<file path="config.mk">
export PLATFORM = sky130hd
export DESIGN_NAME = uart_regs
export DESIGN_NICKNAME = d
export VERILOG_FILES = /design/src/rtl/uart_regs_pkg.sv /design/src/rtl/uart_regs.sv /design/src/rtl/char_fifo.sv
export SDC_FILE = /design/constraint.sdc
export NUM_CORES = 1
export LEC_CHECK = 0
export ABC_AREA = 1
export BUFFER_PORTS_ARGS = -buffer_cell sky130_fd_sc_hd__buf_4
export CORE_ASPECT_RATIO = 0.8
export CORE_UTILIZATION = 35
export DETAILED_ROUTE_END_ITERATION = 16
export PLACE_DENSITY_LB_ADDON = 0.15
export SYNTH_ARGS = -nofsm -noshare
export SYNTH_HDL_FRONTEND = slang
export SYNTH_SLANG_ARGS = --single-unit
</file>
<file path="constraint.sdc">
create_clock -name SYS_CLK -period 13.7 [get_ports SYS_CLK]
set_input_delay 3.425 -clock SYS_CLK [delete_from_list [all_inputs] [get_ports SYS_CLK]]
set_output_delay 3.425 -clock SYS_CLK [all_outputs]
set_load 0.03 [all_outputs]
</file>
<file path="src/rtl/uart_regs_pkg.sv">
/*
  Package for the serial port register block: register indices, status and
  control bit positions, reset values, FIFO depth and bus carriers.
  Assumes a single bus clock and a word-indexed register port.
*/
package uart_regs_pkg;

  // ==========================================================================
  // Register indices (one bus word each)
  localparam logic [2:0] IDX_RX_HOLDING   = 3'h0;
  localparam logic [2:0] IDX_TX_HOLDING   = 3'h1;
  localparam logic [2:0] IDX_LINE_STATUS  = 3'h2;
  localparam logic [2:0] IDX_IRQ_CONTROL  = 3'h3;
  localparam logic [2:0] IDX_BAUD_DIVISOR = 3'h4;
  localparam logic [2:0] IDX_PACKET_END   = 3'h5;

  // ==========================================================================
  // Status bit positions (control enables sit at the same positions)
  localparam int BIT_PARITY   = 0;
  localparam int BIT_STOP     = 1;
  localparam int BIT_BREAK    = 2;
  localparam int BIT_RX_OVR   = 3;
  localparam int BIT_TX_OVR   = 4;
  localparam int BIT_TX_EMPTY = 5;
  localparam int BIT_TX_READY = 6;
  localparam int BIT_RX_READY = 7;
  localparam int BIT_FAULT    = 8;
  localparam int BIT_TX_BREAK = 9;
  localparam int BIT_CTS_CHG  = 10;
  localparam int BIT_CTS      = 11;
  localparam int BIT_EOP      = 12;

  // ==========================================================================
  // Widths and reset values
  localparam int          REG_W          = 16;
  localparam logic [15:0] CONTROL_RST    = 16'h0000;
  localparam logic [15:0] DIVISOR_RST    = 16'h0364;
  localparam logic [15:0] PACKET_END_RST = 16'h0000;
  localparam logic [15:0] UNDEF_READ     = 16'h0000;
  localparam logic [12:0] CONTROL_MASK   = 13'h1_FFF;
  localparam int          FIFO_DEPTH     = 16;

  // ==========================================================================
  // Carriers
  typedef struct packed
  {
    logic        rd;
    logic        wr;
    logic [2:0]  addr;
    logic [15:0] wdata;
  } bus_req_t;

  typedef struct packed
  {
    logic        parity_bad;
    logic        stop_bad;
    logic [15:0] data;
  } rx_char_t;

endpackage

</file>
<file path="src/rtl/uart_regs.sv">
/*
  Register side of the asynchronous serial port: holding registers, ready and
  overrun handshakes, sticky status, interrupt enables and optional divisor
  and end-of-packet registers. Received characters pass a 16-word FIFO on
  their way into the receive holding register.
  Assumes an external shifter that presents finished characters as one-cycle
  strobes, accepts a transmit character on a load handshake and reports busy.
  CTS_N and RXD come from pins and are synchronised here.
*/
// Overview of operation
// - Finished character loads receive holding, sets ready
// - Reading receive holding clears receive ready
// - Load while ready overwrites and sets overrun
// - Writes to receive holding do nothing
// - Writing transmit holding clears transmit ready
// - Transmit ready sets when shifter takes character
// - Write while not ready sets transmit overrun
// - Status reads change no bits
// - Writing zero to status clears sticky flags
// - Bad parity sets sticky flag when enabled
// - Bad stop bit sets sticky framing flag
// - Line low past character time sets break
// - Transmit empty is zero while shifting
// - Fault summary is OR of five errors
// - Any clear-to-send transition sets change flag
// - Clear-to-send bit shows inverted sampled input
// - End character through receive holding sets flag
// - Receive holding and end character bits above data width read zero
// - Absent optional registers ignore writes, read undefined
// - Interrupt when flag and matching enable set
// - Reset clears all interrupt enables
module uart_regs
  import uart_regs_pkg::*;
#(
  parameter int DATA_W       = 8,
  parameter bit HAS_PARITY   = 1'b1,
  parameter bit HAS_FLOW     = 1'b1,
  parameter bit HAS_DIVISOR  = 1'b1,
  parameter bit HAS_EOP      = 1'b1,
  parameter int CHAR_BITS    = 11
)
(
  // Clock and reset
  input  wire logic        SYS_CLK,
  input  wire logic        RST,
  // Register port
  input  wire logic        CHIP_SELECT,
  input  wire logic        READ_EN,
  input  wire logic        WRITE_EN,
  input  wire logic [2:0]  ADDRESS,
  input  wire logic [15:0] WRITE_DATA,
  output logic      [15:0] READ_DATA,
  output logic             IRQ,
  // Serial pins
  input  wire logic        RXD,
  input  wire logic        CTS_N,
  output logic             RTS_N,
  output logic             TX_BREAK,
  // Receive shifter
  input  wire logic        RX_DONE,
  input  wire logic [15:0] RX_CHAR,
  input  wire logic        RX_PARITY_BAD,
  input  wire logic        RX_STOP_BAD,
  output logic             RX_FIFO_READY,
  // Transmit shifter
  input  wire logic        TX_BUSY,
  input  wire logic        TX_TAKE,
  output logic             TX_LOAD,
  output logic      [15:0] TX_CHAR,
  output logic      [15:0] BAUD_DIVISOR
);

  // ==========================================================================
  // Helpers
  function automatic logic [15:0] clip(input logic [15:0] v);
    clip = v & 16'((32'h1 << DATA_W) - 1);
  endfunction

  bus_req_t req;
  assign req.rd    = CHIP_SELECT && READ_EN;
  assign req.wr    = CHIP_SELECT && WRITE_EN;
  assign req.addr  = ADDRESS;
  assign req.wdata = WRITE_DATA;

  logic rd_rx, wr_tx, wr_st, wr_ctl, wr_div, wr_eop;
  assign rd_rx  = req.rd && req.addr == IDX_RX_HOLDING;
  assign wr_tx  = req.wr && req.addr == IDX_TX_HOLDING;
  assign wr_st  = req.wr && req.addr == IDX_LINE_STATUS;
  assign wr_ctl = req.wr && req.addr == IDX_IRQ_CONTROL;
  assign wr_div = req.wr && req.addr == IDX_BAUD_DIVISOR && HAS_DIVISOR;
  assign wr_eop = req.wr && req.addr == IDX_PACKET_END && HAS_EOP;

  // ==========================================================================
  // Pin synchronisers: change counts when stages two and three agree
  logic [2:0] rxd_s_r, cts_s_r;
  logic       cts_n_r;

  always_ff @(posedge SYS_CLK)
  begin
    if (RST)
    begin
      rxd_s_r <= 3'h7;
      cts_s_r <= 3'h7;
    end
    else
    begin
      rxd_s_r <= {rxd_s_r[1:0], RXD};
      cts_s_r <= {cts_s_r[1:0], CTS_N};
    end
  end

  always_ff @(posedge SYS_CLK)
  begin
    if (RST)
      cts_n_r <= 1'b1;
    else if (cts_s_r[1] == cts_s_r[2])
      cts_n_r <= cts_s_r[2];
  end

  logic cts_edge;
  assign cts_edge = (cts_s_r[1] == cts_s_r[2]) && (cts_s_r[2] != cts_n_r);

  // ==========================================================================
  // Receive FIFO and holding register
  rx_char_t fifo_in, fifo_out;
  logic     fifo_valid;
  logic     fifo_pop;

  assign fifo_in.parity_bad = RX_PARITY_BAD;
  assign fifo_in.stop_bad   = RX_STOP_BAD;
  assign fifo_in.data       = RX_CHAR;
  // Holding register takes a new character every cycle one is waiting,
  // so overrun still occurs while software lags.
  assign fifo_pop = fifo_valid;

  logic fifo_in_ready;

  char_fifo #(.WIDTH($bits(rx_char_t)), .DEPTH(FIFO_DEPTH)) u_fifo
  (
    .clk       (SYS_CLK),
    .rst       (RST),
    .in_valid  (RX_DONE),
    .in_ready  (fifo_in_ready),
    .in_data   (fifo_in),
    .out_valid (fifo_valid),
    .out_ready (1'b1),
    .out_data  (fifo_out)
  );

  always_ff @(posedge SYS_CLK)
  begin
    if (RST)
      RX_FIFO_READY <= 1'b0;
    else
      RX_FIFO_READY <= fifo_in_ready;
  end

  logic [15:0] rx_hold_r;
  logic        rx_ready_r;

  always_ff @(posedge SYS_CLK)
  begin
    if (RST)
      rx_hold_r <= 16'h0000;
    else if (fifo_pop)
      rx_hold_r <= clip(fifo_out.data);
  end

  always_ff @(posedge SYS_CLK)
  begin
    if (RST)
      rx_ready_r <= 1'b0;
    else if (fifo_pop)
      rx_ready_r <= 1'b1;
    else if (rd_rx)
      rx_ready_r <= 1'b0;
  end

  // ==========================================================================
  // Transmit holding register
  logic [15:0] tx_hold_r;
  logic        tx_ready_r;

  always_ff @(posedge SYS_CLK)
  begin
    if (RST)
      tx_hold_r <= 16'h0000;
    else if (wr_tx)
      tx_hold_r <= clip(req.wdata);
  end

  always_ff @(posedge SYS_CLK)
  begin
    if (RST)
      tx_ready_r <= 1'b1;
    else if (wr_tx)
      tx_ready_r <= 1'b0;
    else if (TX_LOAD && TX_TAKE)
      tx_ready_r <= 1'b1;
  end

  // Held character is offered until the shifter, once idle, takes it
  always_ff @(posedge SYS_CLK)
  begin
    if (RST)
      TX_LOAD <= 1'b0;
    else if (TX_LOAD && TX_TAKE)
      TX_LOAD <= 1'b0;
    else if (!tx_ready_r && !wr_tx)
      TX_LOAD <= 1'b1;
  end

  assign TX_CHAR = tx_hold_r;

  // ==========================================================================
  // Break detection on the synchronised line
  localparam int BRK_W = 24;
  logic [15:0]      div_r;
  logic [BRK_W-1:0] low_cnt_r;
  logic             brk_evt;
  logic [BRK_W-1:0] char_time;

  // One full character: bit count times (divisor + 1) clock cycles
  assign char_time = BRK_W'(CHAR_BITS) * (BRK_W'(div_r) + 1'b1);

  always_ff @(posedge SYS_CLK)
  begin
    if (RST || (rxd_s_r[1] && rxd_s_r[2]))
      low_cnt_r <= '0;
    else if (!rxd_s_r[1] && !rxd_s_r[2] && low_cnt_r <= char_time)
      low_cnt_r <= low_cnt_r + 1'b1;
  end

  assign brk_evt = !rxd_s_r[2] && (low_cnt_r == char_time);

  // ==========================================================================
  // Optional registers and control
  logic [15:0] eop_r;
  logic [12:0] ctl_r;

  always_ff @(posedge SYS_CLK)
  begin
    if (RST)
      div_r <= DIVISOR_RST;
    else if (wr_div)
      div_r <= req.wdata;
  end

  always_ff @(posedge SYS_CLK)
  begin
    if (RST)
      eop_r <= PACKET_END_RST;
    else if (wr_eop)
      eop_r <= clip(req.wdata);
  end

  always_ff @(posedge SYS_CLK)
  begin
    if (RST)
      ctl_r <= CONTROL_RST[12:0];
    else if (wr_ctl)
    begin
      ctl_r <= req.wdata[12:0] & CONTROL_MASK;
      if (!HAS_FLOW)
        ctl_r[BIT_CTS] <= 1'b0;
    end
  end

  assign BAUD_DIVISOR = div_r;

  // ==========================================================================
  // Sticky status flags: set wins over clear
  logic pe_r, fe_r, brk_r, roe_r, toe_r, dcts_r, eop_flag_r;
  logic fault;

  always_ff @(posedge SYS_CLK)
  begin
    if (RST)
    begin
      pe_r   <= 1'b0;
      fe_r   <= 1'b0;
      brk_r  <= 1'b0;
      roe_r  <= 1'b0;
      toe_r  <= 1'b0;
      dcts_r <= 1'b0;
    end
    else
    begin
      if (wr_st && req.wdata == 16'h0000)
      begin
        pe_r   <= 1'b0;
        fe_r   <= 1'b0;
        brk_r  <= 1'b0;
        roe_r  <= 1'b0;
        toe_r  <= 1'b0;
        dcts_r <= 1'b0;
      end
      if (fifo_pop && fifo_out.parity_bad && HAS_PARITY)
        pe_r <= 1'b1;
      if (fifo_pop && fifo_out.stop_bad)
        fe_r <= 1'b1;
      if (brk_evt)
        brk_r <= 1'b1;
      if (fifo_pop && rx_ready_r && !rd_rx)
        roe_r <= 1'b1;
      if (wr_tx && !tx_ready_r)
        toe_r <= 1'b1;
      if (cts_edge && HAS_FLOW)
        dcts_r <= 1'b1;
    end
  end

  // End-of-packet flag: cleared only by a zero write to status
  always_ff @(posedge SYS_CLK)
  begin
    if (RST)
      eop_flag_r <= 1'b0;
    else if (HAS_EOP && ((fifo_pop && clip(fifo_out.data) == eop_r) ||
                         (rd_rx && rx_hold_r == eop_r)))
      eop_flag_r <= 1'b1;
    else if (wr_st && req.wdata == 16'h0000)
      eop_flag_r <= 1'b0;
  end

  assign fault = pe_r | fe_r | brk_r | roe_r | toe_r;

  logic [15:0] status;
  always_comb
  begin
    status               = 16'h0000;
    status[BIT_PARITY]   = pe_r;
    status[BIT_STOP]     = fe_r;
    status[BIT_BREAK]    = brk_r;
    status[BIT_RX_OVR]   = roe_r;
    status[BIT_TX_OVR]   = toe_r;
    status[BIT_TX_EMPTY] = !TX_BUSY && !TX_LOAD;
    status[BIT_TX_READY] = tx_ready_r;
    status[BIT_RX_READY] = rx_ready_r;
    status[BIT_FAULT]    = fault;
    status[BIT_CTS_CHG]  = dcts_r;
    status[BIT_CTS]      = HAS_FLOW && !cts_n_r;
    status[BIT_EOP]      = eop_flag_r;
  end

  // ==========================================================================
  // Read data, interrupt and pin outputs, all registered
  logic [15:0] rd_mux;
  always_comb
  begin
    case (req.addr)
      IDX_RX_HOLDING:   rd_mux = rx_hold_r;
      IDX_LINE_STATUS:  rd_mux = status;
      IDX_IRQ_CONTROL:  rd_mux = {3'h0, ctl_r};
      IDX_BAUD_DIVISOR: rd_mux = HAS_DIVISOR ? div_r : UNDEF_READ;
      IDX_PACKET_END:   rd_mux = HAS_EOP ? eop_r : UNDEF_READ;
      default:          rd_mux = UNDEF_READ;
    endcase
  end

  always_ff @(posedge SYS_CLK)
  begin
    if (RST)
      READ_DATA <= 16'h0000;
    else if (req.rd)
      READ_DATA <= rd_mux;
  end

  always_ff @(posedge SYS_CLK)
  begin
    if (RST)
      IRQ <= 1'b0;
    else
      IRQ <= |(status[12:0] & ctl_r & ~(13'h1 << BIT_TX_BREAK)
                & ~(13'h1 << BIT_CTS));
  end

  always_ff @(posedge SYS_CLK)
  begin
    if (RST)
    begin
      RTS_N    <= 1'b1;
      TX_BREAK <= 1'b0;
    end
    else
    begin
      RTS_N    <= !(HAS_FLOW && ctl_r[BIT_CTS]);
      TX_BREAK <= ctl_r[BIT_TX_BREAK];
    end
  end

endmodule

</file>
<file path="src/rtl/char_fifo.sv">
/*
  Parameterised synchronous FIFO with valid/ready on both sides.
  Assumes one clock and a synchronous active-high reset.
*/
module char_fifo
  import uart_regs_pkg::*;
#(
  parameter int WIDTH = 18,
  parameter int DEPTH = 16
)
(
  // Clock and reset
  input  wire logic             clk,
  input  wire logic             rst,
  // Fill side
  input  wire logic             in_valid,
  output logic                  in_ready,
  input  wire logic [WIDTH-1:0] in_data,
  // Drain side
  output logic                  out_valid,
  input  wire logic             out_ready,
  output logic      [WIDTH-1:0] out_data
);

  localparam int AW = $clog2(DEPTH);

  logic [WIDTH-1:0] mem [DEPTH];
  logic [AW-1:0]    wr_ptr_r;
  logic [AW-1:0]    rd_ptr_r;
  logic [AW:0]      count_r;
  logic             push;
  logic             pop;

  assign in_ready  = (count_r != (AW+1)'(DEPTH));
  assign out_valid = (count_r != '0);
  assign out_data  = mem[rd_ptr_r];
  assign push      = in_valid && in_ready;
  assign pop       = out_valid && out_ready;

  always_ff @(posedge clk)
  begin
    if (push)
    begin
      mem[wr_ptr_r] <= in_data;
    end
  end

  always_ff @(posedge clk)
  begin
    if (rst)
    begin
      wr_ptr_r <= '0;
      rd_ptr_r <= '0;
      count_r  <= '0;
    end
    else
    begin
      if (push)
      begin
        wr_ptr_r <= (wr_ptr_r == AW'(DEPTH - 1)) ? '0 : wr_ptr_r + 1'b1;
      end
      if (pop)
      begin
        rd_ptr_r <= (rd_ptr_r == AW'(DEPTH - 1)) ? '0 : rd_ptr_r + 1'b1;
      end
      count_r <= count_r + (AW+1)'(push) - (AW+1)'(pop);
    end
  end

endmodule

</file>
# ---- After elaboration in Yosys (flattened, before gate mapping)
# Memory sizes are Yosys's and may differ from the RTL's. A register that Yosys moved wholly into a read port is not among the register bits.
# Index checks and enable logic that the tools add are counted.
dict set report classes {
  addsub 6
  mul 1
  n_div 0
  magnitude_cmp 1
  n_eq_ne 13
  n_shift 0
  n_mux 19
  bitwise_logic 5
  n_reduce_logical 50
}
# cell count
set ops {}
lappend ops {{case mux 16 bit (5 select lines)} 1}
lappend ops {{logical AND 1 bit} 25}
lappend ops {{adder 24 x 1 -> 24 bit, second input constant} 1}
lappend ops {{equality test 24 x 21 -> 1 bit} 1}
lappend ops {{less-or-equal comparator 24 x 21 -> 1 bit} 1}
lappend ops {{multiplier 4 x 17 -> 21 bit, first input constant} 1}
lappend ops {{nonzero test 2 bit} 9}
lappend ops {{adder 16 x 1 -> 17 bit, second input constant} 1}
lappend ops {{equality test 8 bit} 2}
lappend ops {{logical NOT 16 bit} 1}
lappend ops {{two-way mux 4 bit} 4}
lappend ops {{two-way mux 1 bit} 14}
lappend ops {{AND 13 bit} 1}
lappend ops {{OR reduction 11 bit} 1}
lappend ops {{logical NOT 1 bit} 9}
lappend ops {{adder 4 x 1 -> 4 bit, second input constant} 2}
lappend ops {{equality test 4 bit, second input constant} 2}
lappend ops {{equality test 3 x 2 -> 1 bit, second input constant} 2}
lappend ops {{equality test 3 bit, second input constant} 2}
lappend ops {{adder 5 x 1 -> 5 bit} 1}
lappend ops {{!= test 5 bit, second input constant} 1}
lappend ops {{nonzero test 5 bit} 1}
lappend ops {{subtractor 5 x 1 -> 5 bit} 1}
lappend ops {{bitwise OR 1 bit} 4}
lappend ops {{other kinds (6)} 7}
dict set report totals {
  regBits 127
  latch_bits 0
  ram_bits 288
  mem_bits_ro 0
  inputBits 47
  wordCells 123
  memories 1
}
# memory depth width read_ports rd_clocked_by_memory_dff write_ports line_no
set memory_table {}
lappend memory_table {u_fifo.mem 16 18 1 1 1 char_fifo.sv:27} ;# logic [WIDTH-1:0] mem [DEPTH];

# ---- Longest topological paths before layout
dict set report depth {
  depth_word 6
  mapped_depth 33
}

# ---- By module
# From an unflattened synthesis, not the netlist that was laid out.
dict set report hier_totals {
  hier_cells 2275
  hier_area_um2 20564.7
}
# module n_inst cells_per_inst area_per_inst_um2
set modules_own_cells {}
lappend modules_own_cells {char_fifo 1 1203 12924.9}
lappend modules_own_cells {uart_regs 1 1072 7639.8}

# ---- Worst setup path before layout
# OpenSTA, ideal clock, no wires.
dict set report synth_timing {
  path_type {reg-to-reg}
  startpoint {reg div_r[0], in the netlist BAUD_DIVISOR[0]}
  endpoint {reg low_cnt_r[14]}
  setup_ns 0.070
  t_arrival_ns 5.292
  required_ns 13.630
  path_slack_ns 8.337
  path_stages_with_launch 30
  synth_period_minus_slack_ns 5.363
  path_cell_list {dfxtp_1 > ha_1 > nand4_1 > nor4_4 > nand3_2 > nor3_2 > xor2_1 > inv_1 > ha_1 > inv_1 > fa_1 > inv_1 > ha_1 > nand2_1 > inv_1 > a21oi_1 > nor2_1 > a211oi_1 > o21ai_0 > xor2_1 > ha_1 > a21oi_1 > o21ai_0 > nand2_1 > and3b_1 > o211ai_1 > nand2_1 > clkbuf_1 > nand3_1 > a21oi_1}
}
dict set report synth_via {
  elab_chain_cells 4
}
# item line_no
set synth_lines {}
lappend synth_lines {{start, declared} uart_regs.sv:218} ;# logic [15:0] div_r;
lappend synth_lines {{start signal, assigned} uart_regs.sv:246} ;# div_r <= req.wdata;
lappend synth_lines {{adder 16 x 1 -> 17 bit} uart_regs.sv:224} ;# assign char_time = BRK_W'(CHAR_BITS) * (BRK_W'(div_r) + 1'b1);
lappend synth_lines {{multiplier 4 x 17 -> 21 bit} uart_regs.sv:224}
lappend synth_lines {{less-or-equal comparator 24 x 21 -> 1 bit} uart_regs.sv:230} ;# else if (!rxd_s_r[1] && !rxd_s_r[2] && low_cnt_r <= char_time)
lappend synth_lines {{logical AND 1 bit} uart_regs.sv:230}
lappend synth_lines {{end signal, assigned} uart_regs.sv:231} ;# low_cnt_r <= low_cnt_r + 1'b1;
lappend synth_lines {{end, declared} uart_regs.sv:219} ;# logic [BRK_W-1:0] low_cnt_r;
# Every way passes these cells.
# A chain may end at the register's enable or synchronous reset.

# ---- Final worst setup path
dict set report layout_timing {
  startpoint {reg div_r[1], in the netlist BAUD_DIVISOR[1]}
  endpoint {reg low_cnt_r[2]}
}
# Same word-level chain as after synthesis.

==> flow_summary_export.csv <==
group,metric,value,unit
outcome,run_status,"finished clean",
synthesis,synth-compound-area-share,10.79,%
synthesis,synth_top_area_share,32.29,%
setup_path,slowest_stage,"nand2_1",
finish,multiInputGateArea,6286,um^2
synthesis,seq_area_frac_synth,49.91,%
setup_path,critical_path_required,14.13,ns
sta,finalCritPeriodShare,47.26,%
floorplanning,dieHeight,186.4,um
clock_tree,clkSlewWorstSetupHoldPaths,0.06,ns
floorplanning,pin_count,100,
power,max-vdd-ir-drop,104.1,uV
synthesis,synthMuxAreaShare,0,%
finish,num_antenna_cells,0,
sta,finalSetupViolCount,0,
min_path,min_from,"cts_s_r[0]",
placed_design,port_buffers,83,
min_path,hold_path_depth,1,
synthesis,yosys.area_share.adder,7.988,%
synthesis,synth_warnings,0,
clock_tree,cts_hold_buf,0,
drt,detail-route-antenna-nets,0,
drt,firstDrtPassIters,5,
drt,dr.first_iter.drc_count,756,
power,power_density,142.6,nW/um^2
setup_path,reg2reg_depth,30,
synthesis,synth_edf_count,160,
drt,viasPerCell,4.915,
synthesis,ys.flop_type,"edfxtp_1",
placed_design,place_hpwl,26750,um
sta,rsz0062_at_grt,"no",
min_path,hold_class,"register to register",
floorplanning,fp.dieW,232.5,um
sta,worst_slack,7.226,ns
power,sw_frac_of_total,32.38,%
drt,vias,11570,
sta,setup_tns,0,ns
global_route,gr-total-overflow,0,
clock_tree,clk_latency,0.60,ns
synthesis,syn_inst,1704,
global_route,grt_pass1_wl,62220,um
power,p_leak,7.224,nW
setup_path,critPathMostFrequentCell,"nand2_1",
floorplanning,die-area,43350,um^2
synthesis,synthXorXnorAreaFrac,4.002,%
global_route,grt.total_usage,18.09,%
clock_tree,postCtsSetupRepairBufs,0,
power,pwr-share-comb,23.2,%
setup_path,cp_max_fo,23,
sta,clock_skew,0.02727,ns
drt,wirelength,39050,um
setup_path,cpPeakStageDelay,0.53,ns
drt,wl_per_cell,16.59,um
finish,fin_nets,1910,
clock_tree,cts_buffers,31,
sta,slew_viol_final,0,
synthesis,synth_area_leaders,"edfxtp_1, dfxtp_1, nand2_1",
sta,relSlewSlack,23.43,%
clock_tree,cts_repair_resize_count,0,
sta,tightest_slew,1.144,ns
clock_tree,cts_tree,"yes",
power,seqPwrFrac,41.6,%
floorplanning,core-area,41920,um^2
synthesis,synth_cell_types,44,
global_route,antenna_found_initial,1,
global_route,grt_pass1_vias,11080,
clock_tree,cts.sinks,291,
setup_path,ff2ff_setup_slack,7.23,ns
finish,seq_area,7430,um^2
floorplanning,start_util,35.50,%
sta,fmax,0.1545,GHz
setup_path,critPathLaunchType,"register",
synthesis,synth_seq_cells,291,
setup_path,critical_path_class,"register to register",
power,p_sw,0.7901,mW
power,internal_power,1.650,mW
finish,utilization,40.81,%
setup_path,timing.rr.start,"BAUD_DIVISOR[1]",
floorplanning,rows,67,
clock_tree,htree_levels,1,
power,clockPowerShare,35.2,%
setup_path,cp-end-kind,"register",
run,drv_cap,0,
sta,period_needed,6.474,ns
placed_design,dpl_worst_slack,7.155,ns
global_route,grt_max_degree,70,
synthesis,async_flop_share,0,%
sta,hold_viol,0,
synthesis,syn_area,14880,um^2
synthesis,yosys.area_share.simple,19.22,%
synthesis,synth_top_family_by_area,"simple AND/OR/NAND/NOR gates",
setup_path,cp_data_arrival_time,6.90,ns
synthesis,yosys.area.top_type,"edfxtp_1",
min_path,holdPathEnd,"cts_s_r[1]",
setup_path,reg2reg_to,"low_cnt_r[2]",
clock_tree,clk_path_buf_depth,3,
finish,area_delta_synth_final,14.96,%
placed_design,gp_congestion,0.8246,
synthesis,syn_avg_cell_area,8.733,um^2
finish,fillerInstances,4248,
drt,route.detailed.drc,0,
clock_tree,clock-root-buffer,"clkbuf_16",
finish,layout-drive-gt1-share,9.767,%
-- registers in the layout (all words and copies together), names as in the netlist, 3 cells and up, named ones only --
name and count:
low_cnt_r 24, BAUD_DIVISOR 16, cts_s_r 3, u_fifo.count_r 5
ctl_r 13, u_fifo.mem 160, TX_CHAR 8, READ_DATA 16
u_fifo.wr_ptr_r 4, rx_hold_r 8, rxd_s_r 3, eop_r 8
u_fifo.rd_ptr_r 4
-- cell usage in the layout (no fill, tap or decap), types with 8 or more instances in the layout --
cell type  count
a21oi_1      118
buf_4        103
clkbuf_16     32
clkinv_1       8
conb_1         8
dfxtp_1      129
edfxtp_1     160
fa_1          15
ha_1          71
inv_1        231
nand2_1      360
nand3_1      130
nand4_1       15
nor2_1       108
nor3_1        17
nor4_1         8
o211ai_1      12
o21ai_0      118
o21bai_1      10
o22ai_1        9
or2_2          9
xnor2_1       13
xor2_1        55
-- stage by stage --
stage | cell area (um^2) | std cells | power, mW | hold WS, ns
final | 17110 | 2354 | 2.440 | 0.4156
after global routing | 17110 | 2354 | 2.580 | 0.4329
after CTS | 17110 | 2354 | 2.467 | 0.4175
after detailed placement | 16070 | 2296 | 1.605 | 0.4008
after global placement | 16070 | 2296 | 1.595 | 0.4025
after floorplan | 14910 | 1711 | 1.427 | 0.3763
-- cells by family after synthesis --
family / Yosys count
adder cells (fa/ha/maj): 86
AND/OR/NAND/NOR: 660
XOR/XNOR: 68
buffers and inverters: 306
other: 1
flip-flops: 291
AO/OA/AOI/OAI: 292
-- power by group through the flow --
stage | Combinational [mW] | Sequential [mW] | Clock [mW]
floorplan | 0.408 | 1.02 | 0
global placement | 0.562 | 1.03 | 0
detailed placement | 0.572 | 1.03 | 0
CTS | 0.575 | 1.01 | 0.878
global route | 0.647 | 1.02 | 0.913
finish | 0.567 | 1.01 | 0.859
-- cell usage after synthesis (12+ instances only) --
cell,count
inv_1,232
o211ai_1,12
nand2_1,360
ha_1,71
fa_1,15
edfxtp_1,160
nor2_1,108
buf_2,17
xor2_1,55
nor3_1,17
nand4_1,15
clkbuf_1,42
nand3_1,130
xnor2_1,13
dfxtp_1,131
a21oi_1,118
o21ai_0,118
-- how the worst max path moves through the flow --
| stage | startpoint | to | slack (ns) | depth (start not counted) |
|---|---|---|---|---|
| floorplan | BAUD_DIVISOR[0] | low_cnt_r[14] | 8.34 | 29 |
| global placement | BAUD_DIVISOR[1] | low_cnt_r[1] | 7.25 | 30 |
| detailed placement | BAUD_DIVISOR[1] | low_cnt_r[2] | 7.16 | 30 |
| CTS | BAUD_DIVISOR[1] | low_cnt_r[2] | 7.13 | 30 |
| global route | BAUD_DIVISOR[1] | low_cnt_r[18] | 6.50 | 30 |
| finish | BAUD_DIVISOR[1] | low_cnt_r[2] | 7.23 | 30 |
-- final cells by class --
type / count / share of cell area, %
inverter: 236 / 5.178
sequential: 291 / 43.43
timing repair buffer: 103 / 4.520
multi-input combinational: 1114 / 36.75
clock buffer: 44 / 5.310
tap: 552 / 4.037
clock inverter: 14 / 0.7753
-- metal layers --
metal	share of wire, %	routed length [um]	track usage [%]
met4	1.7	672	3.544
met1	51	19870	27.46
met3	4.9	1920	2.903
met5	0.026	10	0
met2	42	16570	26.97
-- critical path: cells and delay by family (launching register included) --
kind	cells	cell delay, ns
simple gates	14	2.56
buf+inv	5	0.49
flops	1	0.46
fa+ha+maj	5	1.70
xor+xnor	2	0.52
compound gates	4	0.55
Note: power is estimated with default switching activity, not from simulation.
